### src/common/reload_capture_timer16_pkg.sv
// Package of constants for the two-channel reload/capture timer.
// Assumes a single 125 MHz system clock and an APB register bus.
package reload_capture_timer16_pkg;

    // ==========================================================
    // Instances and timing
    // ==========================================================
    localparam int          NUM_TIMERS        = 2;
    localparam int          CLK_PERIOD_NS     = 8;
    localparam int          TICK_DIV_CYCLES   = 12;  // Timer tick period
    localparam int          MIN_EDGE_CYCLES   = 24;  // Counter input resolution
    // Counter pin sampled once per tick; two samples per edge
    localparam int          SAMPLES_PER_EDGE  = MIN_EDGE_CYCLES / TICK_DIV_CYCLES;

    // ==========================================================
    // Register map, one block of four words per timer
    // ==========================================================
    localparam logic [7:0]  TIMER_STRIDE      = 8'h10;
    localparam logic [3:0]  CTRL_OFS          = 4'h0;
    localparam logic [3:0]  FLAG_OFS          = 4'h4;
    localparam logic [3:0]  RELOAD_OFS        = 4'h8;
    localparam logic [3:0]  COUNT_OFS         = 4'hc;
    localparam logic [7:0]  MAP_LIMIT         = 8'h20;

    // ==========================================================
    // Control field positions
    // ==========================================================
    localparam int          RUN_BIT           = 0;
    localparam int          CAP_SEL_BIT       = 1;
    localparam int          UPDOWN_BIT        = 2;
    localparam int          EXT_EN_BIT        = 3;
    localparam int          COUNT_SRC_BIT     = 4;
    localparam int          HW_START_EN_BIT   = 5;
    localparam int          HW_START_EDGE_BIT = 6;
    localparam int          EXT_EDGE_BIT      = 7;
    localparam int          CTRL_WIDTH        = 8;

    // ==========================================================
    // Flag field positions
    // ==========================================================
    localparam int          OVF_FLAG_BIT      = 0;
    localparam int          EXT_FLAG_BIT      = 1;

    // ==========================================================
    // Values after reset and fixed reload values
    // ==========================================================
    localparam logic [7:0]  CTRL_RESET        = 8'h00;
    localparam logic [15:0] COUNT_RESET       = 16'h0000;
    localparam logic [15:0] RELOAD_RESET      = 16'h0000;
    localparam logic [15:0] COUNT_MAX         = 16'hffff;
    localparam logic [15:0] CAPTURE_RESTART   = 16'h0000;

endpackage : reload_capture_timer16_pkg

### src/hdl/tick_divider.sv
// Free-running divider giving a one-cycle enable every DIV clocks.
// Assumes one clock and a synchronous active-low reset.
`timescale 1ns/1ns
module tick_divider #(
    parameter int DIV = 12
) (
    // Clock and reset
    input  wire logic sys_clk,
    input  wire logic rst_n,
    // Enable out
    output logic      tick
);
    localparam int W = $clog2(DIV);
    localparam logic [W-1:0] LAST = W'(DIV - 1);

    logic [W-1:0] divCount_reg;
    wire          atLast = (divCount_reg == LAST);

    // ==========================================================
    // Divider counter
    // ==========================================================
    // Wraps at DIV-1 and pulses the enable
    always_ff @(posedge sys_clk) begin
        if (!rst_n) begin
            divCount_reg <= '0;
            tick         <= 1'b0;
        end else begin
            divCount_reg <= atLast ? '0 : divCount_reg + W'(1);
            tick         <= atLast;
        end
    end
endmodule : tick_divider

### src/hdl/pin_edge_sampler.sv
// Samples a pin on an enable and reports its level and edges.
// Assumes the pin is synchronous to sys_clk; edges appear one clock after the sample.
`timescale 1ns/1ns
module pin_edge_sampler (
    // Clock and reset
    input  wire logic sys_clk,
    input  wire logic rst_n,
    // Sampling
    input  wire logic sampleEn,
    input  wire logic pinIn,
    // Results
    output logic      level,
    output logic      rise,
    output logic      fall
);
    logic primed_reg;

    // ==========================================================
    // Sample and compare with previous sample
    // ==========================================================
    // No edge before two samples have been taken
    always_ff @(posedge sys_clk) begin
        if (!rst_n) begin
            level      <= 1'b0;
            primed_reg <= 1'b0;
            rise       <= 1'b0;
            fall       <= 1'b0;
        end else if (sampleEn) begin
            level      <= pinIn;
            primed_reg <= 1'b1;
            rise       <= primed_reg & pinIn & ~level;
            fall       <= primed_reg & ~pinIn & level;
        end else begin
            rise       <= 1'b0;
            fall       <= 1'b0;
        end
    end
endmodule : pin_edge_sampler

### src/hdl/reload_capture_timer16.sv
// Two independent 16-bit reload/capture timers behind an APB slave.
// Assumes APB signals and all pins synchronous to sys_clk at 125 MHz.
//
// The register offsets and the APB interface to the registers were left to the implementer.
`timescale 1ns/1ns
module reload_capture_timer16 #(
    parameter int NUM = reload_capture_timer16_pkg::NUM_TIMERS
) (
    // Clock and reset
    input  wire logic            sys_clk,
    input  wire logic            rst_n,
    // APB slave
    input  wire logic [7:0]      paddr,
    input  wire logic            psel,
    input  wire logic            penable,
    input  wire logic            pwrite,
    input  wire logic [31:0]     pwdata,
    input  wire logic [3:0]      pstrb,
    output logic      [31:0]     prdata,
    output logic                 pready,
    output logic                 pslverr,
    // Timer pins, one per timer
    input  wire logic [NUM-1:0]  countInPin,
    input  wire logic [NUM-1:0]  externalTriggerPin,
    output logic      [NUM-1:0]  irqReq
);
    // ==========================================================
    // Helper functions
    // ==========================================================
    // Pick rising (sel high) or falling edge
    function automatic logic pickEdge(input logic rise, input logic fall, input logic sel);
        pickEdge = sel ? rise : fall;
    endfunction : pickEdge

    // Merge written bytes of a 16-bit register
    function automatic logic [15:0] mergeBytes(input logic [15:0] old,
                                               input logic [31:0] wdata,
                                               input logic [3:0]  strb);
        mergeBytes = {strb[1] ? wdata[15:8] : old[15:8], strb[0] ? wdata[7:0] : old[7:0]};
    endfunction : mergeBytes

    // ==========================================================
    // APB decode
    // ==========================================================
    wire              mapped   = (paddr < reload_capture_timer16_pkg::MAP_LIMIT)
                                 && (paddr[1:0] == 2'b00);
    wire              apbWr    = psel & penable & pwrite & mapped;
    wire              timerSel = paddr[4];
    wire logic [3:0]  regOfs   = paddr[3:0];

    logic [7:0]       ctrl_reg    [NUM];
    logic [15:0]      count_reg   [NUM];
    logic [15:0]      reload_reg  [NUM];
    logic [1:0]       flag_reg    [NUM];

    // Zero-wait slave, error on unmapped or misaligned address
    assign pready  = 1'b1;
    assign pslverr = psel & penable & ~mapped;

    // Read data registered from the addressed register
    wire logic [15:0] readSel =
        (regOfs == reload_capture_timer16_pkg::CTRL_OFS)   ? {8'h00, ctrl_reg[timerSel]} :
        (regOfs == reload_capture_timer16_pkg::FLAG_OFS)   ? {14'h0000, flag_reg[timerSel]} :
        (regOfs == reload_capture_timer16_pkg::RELOAD_OFS) ? reload_reg[timerSel] :
                                                             count_reg[timerSel];

    // Read data register, loaded in the setup cycle
    always_ff @(posedge sys_clk) begin
        if (!rst_n) begin
            prdata <= 32'h00000000;
        end else if (psel & ~penable & ~pwrite) begin
            prdata <= mapped ? {16'h0000, readSel} : 32'h00000000;
        end
    end

    // ==========================================================
    // Shared tick divider
    // ==========================================================
    logic divTick;

    tick_divider #(
        .DIV     (reload_capture_timer16_pkg::TICK_DIV_CYCLES)
    ) u_tick (
        .sys_clk (sys_clk),
        .rst_n   (rst_n),
        .tick    (divTick)
    );

    // ==========================================================
    // Timer channels
    // ==========================================================
    // two independent timers
    for (genvar i = 0; i < NUM; i++) begin : g_timer
        logic        extLevel;
        logic        extRise;
        logic        extFall;
        logic        cntFall;
        logic        ctrlWr;
        logic        flagWr;
        logic        reloadWr;
        logic        countWr;
        logic        run;
        logic        capMode;
        logic        udEn;
        logic        countUp;
        logic        tick;
        logic        extEdge;
        logic        startEdge;
        logic        extEvent;
        logic [15:0] countNext;
        logic [15:0] reloadNext;
        logic [15:0] countInc;
        logic        ovfSet;
        logic        extSet;
        logic        extToggle;
        logic [1:0]  flagClr;
        logic [1:0]  flagNext;
        logic        runNext;

        // Trigger pin sampled every clock
        pin_edge_sampler u_ext (
            .sys_clk  (sys_clk),
            .rst_n    (rst_n),
            .sampleEn (1'b1),
            .pinIn    (externalTriggerPin[i]),
            .level    (extLevel),
            .rise     (extRise),
            .fall     (extFall)
        );

        pin_edge_sampler u_cnt (
            .sys_clk  (sys_clk),
            .rst_n    (rst_n),
            .sampleEn (divTick),
            .pinIn    (countInPin[i]),
            .level    (),
            .rise     (),
            .fall     (cntFall)
        );

        // Register write strobes for this timer
        assign ctrlWr   = apbWr & (timerSel == 1'(i))
                          & (regOfs == reload_capture_timer16_pkg::CTRL_OFS) & pstrb[0];
        assign flagWr   = apbWr & (timerSel == 1'(i))
                          & (regOfs == reload_capture_timer16_pkg::FLAG_OFS) & pstrb[0];
        assign reloadWr = apbWr & (timerSel == 1'(i))
                          & (regOfs == reload_capture_timer16_pkg::RELOAD_OFS);
        assign countWr  = apbWr & (timerSel == 1'(i))
                          & (regOfs == reload_capture_timer16_pkg::COUNT_OFS);

        // Mode decode
        assign run      = ctrl_reg[i][reload_capture_timer16_pkg::RUN_BIT];
        assign capMode  = ctrl_reg[i][reload_capture_timer16_pkg::CAP_SEL_BIT];
        assign udEn     = ctrl_reg[i][reload_capture_timer16_pkg::UPDOWN_BIT] & ~capMode;
        assign countUp  = ~udEn | extLevel;
        assign tick     = run & (ctrl_reg[i][reload_capture_timer16_pkg::COUNT_SRC_BIT]
                                 ? cntFall : divTick);
        assign countInc = count_reg[i] + 16'h0001;
        assign extEdge  = pickEdge(extRise, extFall,
                                   ctrl_reg[i][reload_capture_timer16_pkg::EXT_EDGE_BIT]);
        assign startEdge = ~run & ctrl_reg[i][reload_capture_timer16_pkg::HW_START_EN_BIT]
                           & pickEdge(extRise, extFall,
                                      ctrl_reg[i][reload_capture_timer16_pkg::HW_START_EDGE_BIT]);
        // Start edge itself does not reload or capture
        assign extEvent = ctrl_reg[i][reload_capture_timer16_pkg::EXT_EN_BIT]
                          & extEdge & ~startEdge;

        // Count, reload and event computation
        always_comb begin
            countNext  = count_reg[i];
            reloadNext = reload_reg[i];
            ovfSet     = 1'b0;
            extSet     = startEdge & ctrl_reg[i][reload_capture_timer16_pkg::EXT_EN_BIT];
            extToggle  = 1'b0;
            if (capMode) begin
                if (tick) begin
                    ovfSet    = (count_reg[i] == reload_capture_timer16_pkg::COUNT_MAX);
                    countNext = ovfSet ? reload_capture_timer16_pkg::CAPTURE_RESTART : countInc;
                end
                if (extEvent) begin
                    reloadNext = countNext;
                    extSet     = 1'b1;
                end
            end else if (extEvent & ~udEn) begin
                countNext = reload_reg[i];
                extSet    = 1'b1;
            end else if (tick & countUp) begin
                ovfSet    = (count_reg[i] == reload_capture_timer16_pkg::COUNT_MAX);
                countNext = ovfSet ? reload_reg[i] : countInc;
                extToggle = ovfSet & udEn;
            end else if (tick) begin
                ovfSet    = (count_reg[i] == reload_reg[i]);
                countNext = ovfSet ? reload_capture_timer16_pkg::COUNT_MAX
                                   : count_reg[i] - 16'h0001;
                extToggle = ovfSet;
            end
            // Software write to the count register wins
            if (countWr) begin
                countNext = mergeBytes(count_reg[i], pwdata, pstrb);
            end
            if (reloadWr) begin
                reloadNext = mergeBytes(reload_reg[i], pwdata, pstrb);
            end
        end

        // sticky flags (ext flag toggles on up/down wrap), write one clears, set wins
        assign flagClr  = flagWr ? pwdata[1:0] : 2'b00;
        assign flagNext = {((flag_reg[i][reload_capture_timer16_pkg::EXT_FLAG_BIT]
                             & ~flagClr[reload_capture_timer16_pkg::EXT_FLAG_BIT])
                            ^ extToggle) | extSet,
                           (flag_reg[i][reload_capture_timer16_pkg::OVF_FLAG_BIT]
                            & ~flagClr[reload_capture_timer16_pkg::OVF_FLAG_BIT]) | ovfSet};

        // software sets or clears run, hardware only sets
        assign runNext  = startEdge | (ctrlWr ? pwdata[reload_capture_timer16_pkg::RUN_BIT] : run);

        // Channel state registers
        always_ff @(posedge sys_clk) begin
            if (!rst_n) begin
                ctrl_reg[i]   <= reload_capture_timer16_pkg::CTRL_RESET;
                count_reg[i]  <= reload_capture_timer16_pkg::COUNT_RESET;
                reload_reg[i] <= reload_capture_timer16_pkg::RELOAD_RESET;
                flag_reg[i]   <= 2'b00;
            end else begin
                ctrl_reg[i]   <= {ctrlWr ? pwdata[7:1] : ctrl_reg[i][7:1], runNext};
                count_reg[i]  <= countNext;
                reload_reg[i] <= reloadNext;
                flag_reg[i]   <= flagNext;
            end
        end

        // request while a flag is set, not in up/down
        assign irqReq[i] = ~udEn & (|flag_reg[i]);  // Follows a mode change at once
    end : g_timer

endmodule : reload_capture_timer16

### config.mk
export PLATFORM = sky130hd
export DESIGN_NAME = reload_capture_timer16
export DESIGN_NICKNAME = d
export VERILOG_FILES = /design/src/common/reload_capture_timer16_pkg.sv /design/src/hdl/tick_divider.sv /design/src/hdl/pin_edge_sampler.sv /design/src/hdl/reload_capture_timer16.sv
export SDC_FILE = /design/constraint.sdc
export NUM_CORES = 1
export LEC_CHECK = 0
export ABC_CLOCK_PERIOD_IN_PS = 6900
export BUFFER_PORTS_ARGS = -buffer_cell sky130_fd_sc_hd__buf_2
export CORE_ASPECT_RATIO = 0.5
export CORE_UTILIZATION = 50
export DETAILED_ROUTE_END_ITERATION = 8
export PLACE_DENSITY = 0.71
export SETUP_SLACK_MARGIN = 0.3
export SYNTH_ARGS = -nofsm -noshare
export SYNTH_HDL_FRONTEND = slang
export SYNTH_SLANG_ARGS = --single-unit
### constraint.sdc
create_clock -name sys_clk -period 6.9 [get_ports sys_clk]
set_clock_uncertainty 0.1 [all_clocks]
set_input_delay 1.035 -clock sys_clk [delete_from_list [all_inputs] [get_ports sys_clk]]
set_output_delay 1.035 -clock sys_clk [all_outputs]
set_load 0.1 [all_outputs]
## Word-level counts from Yosys, hierarchy flattened

Memories as Yosys holds them, arrays and structs flattened.
Index checks and enable logic that the tools add are counted.

- Bits in registers: 49
- Memories: 4
- Bits in writable memories: 84
- Logic and storage cells: 219
- Output and inout bits: 36

Memories:

| name | words | width | read ports | clocked after Yosys merged registers in | write ports | line | RTL |
|---|---|---|---|---|---|---|---|
| count_reg | 2 | 16 | 3 | 0 | 2 | reload_capture_timer16.sv:52 | `logic [15:0] count_reg [NUM];` |
| reload_reg | 2 | 16 | 3 | 0 | 2 | reload_capture_timer16.sv:53 | `logic [15:0] reload_reg [NUM];` |
| ctrl_reg | 2 | 8 | 3 | 0 | 2 | reload_capture_timer16.sv:51 | `logic [7:0] ctrl_reg [NUM];` |
| flag_reg | 2 | 2 | 3 | 0 | 2 | reload_capture_timer16.sv:54 | `logic [1:0] flag_reg [NUM];` |

- Reductions and logical operators: 7
- Muxes and demuxes: 80
- Equality and inequality tests: 8
- Add/subtract/negate cells: 5
- Bitwise gates (word level): 99
- $lt $le $gt $ge: 1

Operators with widths:

| cell | number |
|---|---|
| 16-bit two-way mux | 32 |
| 8-bit two-way mux | 10 |
| 1-bit bitwise AND | 58 |
| 16-bit by 1-bit adder with 16-bit output (second input constant) | 2 |
| 16-bit equality test | 2 |
| 16-bit equality test (second input constant) | 2 |
| 1-bit two-way mux | 32 |
| 16-bit by 1-bit subtractor with 16-bit output (second input constant) | 2 |
| 1-bit inverter | 23 |
| 1-bit bitwise OR | 16 |
| 7-bit two-way mux | 2 |
| 4-bit equality test (second input constant) | 3 |
| 8-bit by 6-bit less-than comparator with 1-bit output (second input constant) | 1 |
| 2-bit two-way mux | 4 |
| 2-bit OR reduction | 3 |
| 4-bit by 1-bit adder with 4-bit output (second input constant) | 1 |
| 4-bit by 3-bit equality test with 1-bit output (second input constant) | 1 |
| 4-bit zero test | 1 |
| 2-bit zero test | 1 |
| 2-bit AND reduction | 1 |
| 1-bit XOR | 2 |
| 1-bit logical AND | 1 |

## Logic depth before layout (Yosys ltp)

Gate-level depths: netlist of the first run.

- Depth after elaboration: 12
- Gate-level depth with buffers: 10
- Gate-level depth less buffers: 8

## Cells and area by module

Synthesis of the first run repeated with hierarchy kept, for this count alone.

- Cells, all modules: 1251
- Area, all modules: 9605.5 um^2

By module, submodules not included:

| module | times used | cells each | area an instance (um^2) | sequential area each (um^2) |
|---|---|---|---|---|
| reload_capture_timer16 | 1 | 1192 | 8862.2 | 2001.9 |
| pin_edge_sampler | 4 | 10 | 138.9 | 80.1 |
| tick_divider | 1 | 19 | 187.7 | 100.1 |

## Worst setup path before layout of the first run

Ideal clock, no wire load.

- Path kind: input port to output port
- From: input port paddr[6]
- To: output port pslverr
- Slack: 3.247 ns
- Arrival: 2.518 ns
- Stages on the path: 4
- Required time: 5.765 ns
- Path through: or4_1 > buf_2 > or2_2 > and3_1

- Cells in the longest elaborated chain, start to end: 4

RTL lines:

| what | line | RTL |
|---|---|---|
| start: declaration | reload_capture_timer16.sv:13 | `input wire logic [7:0] paddr,` |
| 8-bit by 6-bit less-than comparator with 1-bit output | reload_capture_timer16.sv:45 | `wire mapped = (paddr < reload_capture_timer16_pkg::MAP_LIMIT)` |
| 1-bit logical AND | reload_capture_timer16.sv:46 | `&& (paddr[1:0] == 2'b00);` |
| 1-bit inverter | reload_capture_timer16.sv:58 | `assign pslverr = psel & penable & ~mapped;` |
| 1-bit bitwise AND | reload_capture_timer16.sv:58 |  |
| end: declaration | reload_capture_timer16.sv:21 | `output logic pslverr,` |

Every way passes these cells.

==> run metrics, run 1 <==
post-synth top area cell=dfxtp_1; Worst-Margin Slew=1.27 ns; Final TNS setup=0 ns; Mapped Avg Cell Area=7.64 µm²; Vias per Instance=6.84; Initial Utilization=51.9%; clk slew on worst S/H paths=0.05 ns; Worst EP arrival=4.32 ns; Max Fclk=242 MHz; CP Max Fanout=15; Area contributors post-synth=dfxtp_1 26%, xnor2_1 6.6%, nor2_1 5.7%, a21oi_1 5.3%, nand2_1 4.4%; critical path launch point type=input port; I/O pins=89; first-pass GRT wire length=51,400 µm; DRC=0; pin count of the biggest net entering global routing=56; # diodes=0; Setup crit end kind=flip-flop; Final Power=1.69 mW; Worst Hold Endpoint=u_tick.divCount_reg[0]; minimum clock period=4.14 ns; reg2reg start=count_reg[1][1]; share of layout cells above drive strength 1=13.5%; reg2reg end=count_reg[1][5]; most frequent cells in the layout=138 x nor2_1, 117 x dfxtp_1, 107 x nand2_1, 97 x a21oi_1, 71 x o21ai_0; sequential fraction of the synthesis area=25.6%; Mapped Area=9140 µm²; Max-slew headroom=15.3%; min-delay src=u_tick.divCount_reg[0]; Main synth FF type=dfxtp_1; EDFF count, synth=0; average wire per standard cell=23.1 µm; PwrDens=171 nW/µm²; Async SR Flop Fraction=0%; clk root buf=clkbuf_16; initial DRC count=1,336; Hold Path Depth=1; worst vdd ir=173 µV; Clk Latency, worst-skew pair=0.43 ns; Max Slew Vio Count=0; vias in the first global route=9,077; CTS Buf Count=17; yosys warns=0; Hold Crit Class=reg -> reg; Tot GR Track Use=35.2%; FP Rows=34; status=completed; Die H=97.6 µm; commonest non-fill, non-tap cell in the layout=nor2_1; Final Hold Violating Endpoints=0; Lkg Pwr=3.49 nW; unique cell type count in the Yosys netlist=97; maxcap violations=0; worst endpoint required time=7.08 ns; Post-Route WL=33,000 µm; ANT nets after route=0; post_cts resized=0; Post-CTS Setup Repair Bufs=0; total iterations of the first detailed-routing run=8; # hold bufs at CTS=0; final setup fails=0; Die X=193 µm; CTS tree=done; RSZ-0062 raised after global routing=false; CP Class=in -> reg; clk sinks=117; area share of the largest cell type after synthesis=25.6%; dpl hpwl=22,700 µm; RePlAce Congestion=0.934; die footprint=18,900 µm²; GRT overflow=0; Core Area=17,600 µm²; maximum clock insertion buffer count=2; Post-Syn Instances=1,197; period utilization=60.0%; CP Launch Point=paddr[2]; P&R area growth vs syn=8.11%; routed via count=9,764; initial antenna violation count=0; R2R depth=8; H-tree Lvls=4; Port Buffers=53; Layout Nets=1,238; Yosys reg bits=117; reg-to-reg slack, setup=3.43 ns
area by class of cell:
class | count | area [µm²]
Tap cell | 234 | 293
Multi-Input combinational cell | 960 | 6230
Inverter | 17 | 63.8
Clock inverter | 15 | 156
Timing Repair Buffer | 67 | 370
Fill cell | 1660 | 7730
Sequential cell | 117 | 2340
Clock buffer | 17 | 425
kinds of logic (layout without fill, tap and decap cells):
family,count (synthesis),count (layout),share of synthesized area (%)
and+or+nand+nor,438,438,24.2
AOI/OAI and AO/OA,371,371,27.7
buffers and inverters,135,116,6.95
DFF,117,117,25.6
xor gates and xnor gates,89,89,8.52
muxes,40,40,6.24
adders and majority gates,5,5,0.684
other,2,17,0.0821
synthesized netlist by cell type (18+ instances only):
master and number:
nand3_1 39, clkbuf_1 62, a31oi_1 26, xnor2_1 69
buf_4 18, nor2_1 138, a211oi_1 32, mux2i_1 21
a22oi_1 25, dfxtp_1 117, buf_2 24, nor4_1 20
nand2_1 107, xor2_1 20, o21ai_0 71, nand4_1 23
a21oi_1 97
through the flow:
step	instance area (µm²)	instances	utilization (%)	setup slack, ns	hold slack, ns
after CTS	9890	1427	56.1	2.81	0.347
after global placement	9300	1395	52.8	2.40	0.327
after detailed placement	9300	1395	52.8	2.31	0.336
after global routing	9890	1427	56.1	2.36	0.366
final	9890	1427	56.1	2.76	0.349
after floorplan	9200	1212	-	3.25	0.317
per-layer routing:
metal  routed length [µm]  up-vias  global-route usage (%)
li1                     -     4361                       -
met1                13400     4614                    49.5
met2                14000      701                    51.0
met3                 4690       88                    9.27
met4                  853        0                    13.4
met5                    0        -                       0
how the worst max path moves through the flow:
stage / end / slack (ns)
floorplan: pslverr / 3.25
global placement: reload_reg[1][1] / 2.40
detailed placement: reload_reg[1][6] / 2.31
CTS: reload_reg[1][5] / 2.81
global route: reload_reg[1][1] / 2.36
finish: reload_reg[1][5] / 2.76
worst max-delay path: stages:
cell and delay, ns:
buf_2 0.16, or4b_1 0.88, nor4_4 0.85, nor3_1 0.22, a21oi_1 0.86, a211oi_1 0.09, a21oi_1 0.17, nor2_1 0.05
report_power, final:
part | internal [mW] | total, mW | switching (mW) | leakage [nW]
sequential | 0.679 | 0.681 | 0.00232 | 0.944
clock | 0.533 | 0.894 | 0.361 | 0.283
combinational | 0.0182 | 0.114 | 0.0957 | 2.26
(Power assumes the default switching activity.)
==> run 2, diff against run 1 <==
ABC_CLOCK_PERIOD_IN_PS = 3900   (was 6900)
clock period = 3.9 ns   (was 6.9 ns; I/O delays follow)
==> run metrics, run 2 (synthesis results as in run 1) <==
status=completed; Hold Crit Class=in -> reg; P&R area growth vs syn=10.2%; Clk Latency, worst-skew pair=0.43 ns; Max Fclk=330 MHz; Initial Utilization=51.9%; final setup fails=0; Max Slew Vio Count=0; cell family with most CP delay=simple AND/OR/NAND/NOR gates; Lkg Pwr=3.61 nW; CTS tree=done; Post-Place Cells=1,420; max incr delay on CP=0.73 ns; RSZ-0062 raised after global routing=false; crit path cell chain=ha_1 > nand4_1 > or4_1 > nand2_1 > o22ai_1 > a2111oi_0 > o21ai_1 > a21oi_1; I/O pins=89; Tot GR Track Use=35.8%; Final Power=3.01 mW; dpl hpwl=24,000 µm; first-pass GRT wire length=52,400 µm; Die H=97.6 µm; commonest non-fill, non-tap cell in the layout=nor2_1; maximum clock insertion buffer count=2; worst vdd ir=309 µV; GRT overflow=0; RePlAce Congestion=0.975; clk sinks=117; CP Class=reg -> reg; Setup crit end kind=flip-flop; Worst-Margin Slew=1.02 ns; post_cts resized=0; # hold bufs at CTS=0; most frequent cells in the layout=138 x nor2_1, 117 x dfxtp_1, 107 x nand2_1, 97 x a21oi_1, 71 x o21ai_0; routed via count=9,809; initial antenna violation count=1; minimum clock period=3.03 ns; CP Launch Point=count_reg[1][0]; clk root buf=clkbuf_16; reg2reg start=count_reg[1][0]; min-delay src=countInPin[1]; vias in the first global route=8,997; total iterations of the first detailed-routing run=7; Buf+Inv Stages, Crit Path=0; Core Area=17,600 µm²; share of layout cells above drive strength 1=15.1%; average wire per standard cell=23.2 µm; maxcap violations=0; Finished Layout Cells=1,453; ANT nets after route=0; Port Buffers=53; die footprint=18,900 µm²; critical path launch point type=flip-flop; CP Max Fanout=8; Post-CTS Setup Repair Bufs=0; Max-slew headroom=31.8%; Post-Route WL=33,700 µm; DRC=0; Final TNS setup=0 ns; H-tree Lvls=4; FP Rows=34; CTS Buf Count=17; initial DRC count=1,234; slowest stage cell, crit path=or4_1; pin count of the biggest net entering global routing=47; Layout Nets=1,263; worst endpoint required time=4.15 ns; PwrDens=299 nW/µm²; clk slew on worst S/H paths=0.06 ns; Vias per Instance=6.75; Worst EP arrival=3.28 ns; period utilization=77.7%; FILL cells=1,667; Final Hold Violating Endpoints=0; Die X=193 µm
run 2: cell count changes in the layout (fill, tap and decap cells not counted), sizes merged:
cell      change
buf          +25
clkinv        -6
clkbuf        +4
clkinvlp      +2
diode         +1
run 2: metal layers:
metal | wire length (µm) | track usage (%) | vias up | part of all wire, %
li1 | - | - | 4414 | -
met1 | 14100 | 49.8 | 4621 | 42
met2 | 14100 | 52.5 | 684 | 42
met3 | 4640 | 10.1 | 90 | 14
met4 | 850 | 12.8 | 0 | 2.5
met5 | 0 | 0 | - | 0
run 2: layout make-up:
cell class / instances / area, µm² / area share (%)
multi-input cells: 960 / 6230 / 61.8
flip-flops and latches: 117 / 2340 / 23.2
repair buffers: 92 / 558 / 5.54
clock buffers: 21 / 470 / 4.67
well taps: 234 / 293 / 2.90
clock inverters: 11 / 123 / 1.22
inverters: 17 / 63.8 / 0.633
diodes: 1 / 2.50 / 0.0248
run 2: through the flow:
step	hold WS [ns]	setup WS [ns]	instance area [µm²]	util, %
after detailed placement	0.336	0.548	9490	53.9
final	0.233	0.868	10100	57.2
after floorplan	0.317	1.15	9200	-
after global routing	0.230	0.694	10100	57.2
after CTS	0.223	0.950	10100	57.2
after global placement	0.328	0.575	9490	53.9
run 2: path summary, 6_finish.rpt:
path,to,slack (ns),cells after the start
max,count_reg[1][5],0.87,8
min,g_timer[1].u_cnt.fall,0.23,2
max reg2reg,count_reg[1][5],0.87,8
min reg2reg,u_tick.divCount_reg[0],0.35,1
run 2: power by group:
group          leakage, nW  total (mW)  internal (mW)  switching [mW]
Combinational         2.39       0.202         0.0337           0.168
Clock                0.282        1.60          0.991           0.612
Sequential           0.944        1.21           1.20         0.00435
run 2: worst register-to-register path, stage by stage, from the launching register on:
cell and delay (ns):
dfxtp_1 0.39, ha_1 0.34, nand4_1 0.30, or4_1 0.73, nand2_1 0.19, o22ai_1 0.08, a2111oi_0 0.57, o21ai_1 0.11
a21oi_1 0.13
==> run 3, diff against run 2 <==
ABC_AREA = 1   (was unset)
ABC_CLOCK_PERIOD_IN_PS = 2460   (was 3900)
PLACE_DENSITY = 0.74   (was 0.71)
clock period = 2.46 ns   (was 3.9 ns; I/O delays follow)
==> run metrics, run 3 <==
ANT nets after route=0; DRC=0; RSZ-0062 raised after global routing=true; cell family with most CP delay=simple AND/OR/NAND/NOR gates; R2R depth=11; # diodes=0; clk slew on worst S/H paths=0.06 ns; worst vdd ir=445 µV; Mapped Avg Cell Area=5.78 µm²; Area contributors post-synth=dfxtp_1 24%, nand2_1 20%, a21oi_1 7.8%, o21ai_0 6.6%, nor2_1 6.5%; maxcap violations=0; Initial Utilization=52.2%; reg-to-reg slack, setup=0.32 ns; initial antenna violation count=1; die footprint=20,200 µm²; critical path launch point type=flip-flop; CTS tree=done; clk root buf=clkbuf_16; Core Area=18,800 µm²; Hold Crit Class=in -> reg; average wire per standard cell=18.6 µm; Worst-Margin Slew=0.551 ns; FP Rows=35; PwrDens=391 nW/µm²; area share of the largest cell type after synthesis=23.9%; total iterations of the first detailed-routing run=7; share of layout cells above drive strength 1=19.5%; Vias per Instance=5.72; crit path cell chain=ha_4 > nand3_4 > nor3_4 > nand2_2 > buf_4 > nand3_1 > o21ai_1 > o211ai_1 > nand3_1 > nor2_1 > nor2_1; GRT overflow=0; max incr delay on CP=0.36 ns; RePlAce Congestion=0.978; yosys warns=0; most frequent cells in the layout=525 x nand2_1, 152 x nor2_1, 150 x a21oi_1, 139 x inv_1, 118 x o21ai_0; commonest non-fill, non-tap cell in the layout=nand2_1; Tot GR Track Use=38.7%; clk sinks=117; status=completed; I/O pins=89; Post-synth top cells=531 x nand2_1, 171 x nor2_1, 153 x a21oi_1; period utilization=87.1%; CP Class=reg -> reg; Util after Layout=62.6%; Async SR Flop Fraction=0%; Yosys reg bits=117; slowest stage cell, crit path=dfxtp_4; Mapped Area=9800 µm²; Hold Path Depth=2; Post-Syn Instances=1,696; initial DRC count=1,537; worst endpoint required time=2.67 ns; Final TNS setup=0 ns; Port Buffers=53; Max Slew Vio Count=0; EDFF count, synth=0; post-synth top area cell=dfxtp_1; Clk Latency, worst-skew pair=0.43 ns; Buf+Inv Stages, Crit Path=1; Die H=101 µm; Lkg Pwr=5.31 nW; FILL cells=1,798; Post-Route WL=38,600 µm; min-delay src=externalTriggerPin[1]; final setup fails=0; maximum clock insertion buffer count=2; Max Fclk=467 MHz; Main synth FF type=dfxtp_1; Worst EP arrival=2.36 ns; Max-slew headroom=63.1%; sequential fraction of the synthesis area=23.9%; P&R area growth vs syn=19.9%; minimum clock period=2.14 ns; top-count cell post-synth=nand2_1; CTS Buf Count=17; unique cell type count in the Yosys netlist=49; pin count of the biggest net entering global routing=45; vias in the first global route=10,600; CP Max Fanout=4; Layout Nets=1,856; reg2reg start=count_reg[1][1]; H-tree Lvls=4; Setup crit end kind=flip-flop; Worst Hold Endpoint=g_timer[1].u_ext.fall; Die X=200 µm; reg2reg end=count_reg[1][9]; routed via count=11,800; dpl hpwl=28,900 µm; first-pass GRT wire length=58,800 µm; Final Hold Violating Endpoints=0
## run 3: logic make-up (layout without fill, tap and decap cells)
kind of cell | Yosys count | in the layout | synth area share, %
AO/OA/AOI/OAI | 361 | 361 | 20.8
XOR/XNOR | 42 | 42 | 3.75
adder cells (fa/ha/maj) | 5 | 5 | 0.638
buffers and inverters | 276 | 376 | 12.2
flip-flops | 117 | 117 | 23.9
other | 2 | 17 | 0.0766
AND/OR/NAND/NOR | 893 | 893 | 38.6
## run 3: cell type report
cell class              count  area, µm²  area share (%)
repair buffers            175       1290            11.0
clock buffers              21        460            3.92
flip-flops and latches    117       2380            20.2
multi-input cells        1318       6560            55.8
clock inverters            11       78.8           0.671
well taps                 259        324            2.76
inverters                 169        661            5.62
## run 3: how the worst max path moves through the flow
stage,from,to,slack [ns],depth (start not counted)
after global placement,paddr[7],count_reg[1][8],0.12,12
after global routing,count_reg[1][1],count_reg[1][9],0.27,11
final,count_reg[1][1],count_reg[1][9],0.32,11
after detailed placement,paddr[7],reload_reg[1][11],0.02,11
after floorplan,count_reg[0][1],count_reg[0][11],0.39,12
after CTS,count_reg[1][9],flag_reg[1][1],0.27,12
## run 3: repair_timing
item,4_1_cts,5_1_grt
hold buffers,0,0
cloned,0,0
resized for setup,19,97
pin swaps,1,16
setup buffers,1,17
setup endpoints to repair,35,51
## run 3: metrics by stage
stage / instance area [µm²] / hold slack (ns) / setup slack, ns / power, mW / instances
2_1_floorplan: 9870 / 0.297 / 0.390 / 2.19 / 1711
3_3_place_gp: 10800 / 0.325 / 0.119 / 2.28 / 2020
3_5_place_dp: 10800 / 0.328 / 0.0233 / 2.29 / 2020
4_1_cts: 11400 / 0.00817 / 0.271 / 4.60 / 2053
5_1_grt: 11800 / 0.0140 / 0.270 / 4.70 / 2070
6_report: 11800 / 0.0155 / 0.317 / 4.60 / 2070
## run 3: power by group
part           switching [mW]  internal (mW)  total [mW]
Clock                    1.01           1.34        2.35
Sequential            0.00550           1.90        1.90
Combinational           0.286         0.0599       0.346
## run 3: layer usage
layer,vias up,track usage [%],share of wire (%)
met4,2,10.7,2.1
met1,5381,55.2,43
met5,-,0,0.034
li1,5638,-,-
met2,746,57.3,42
met3,78,9.30,13
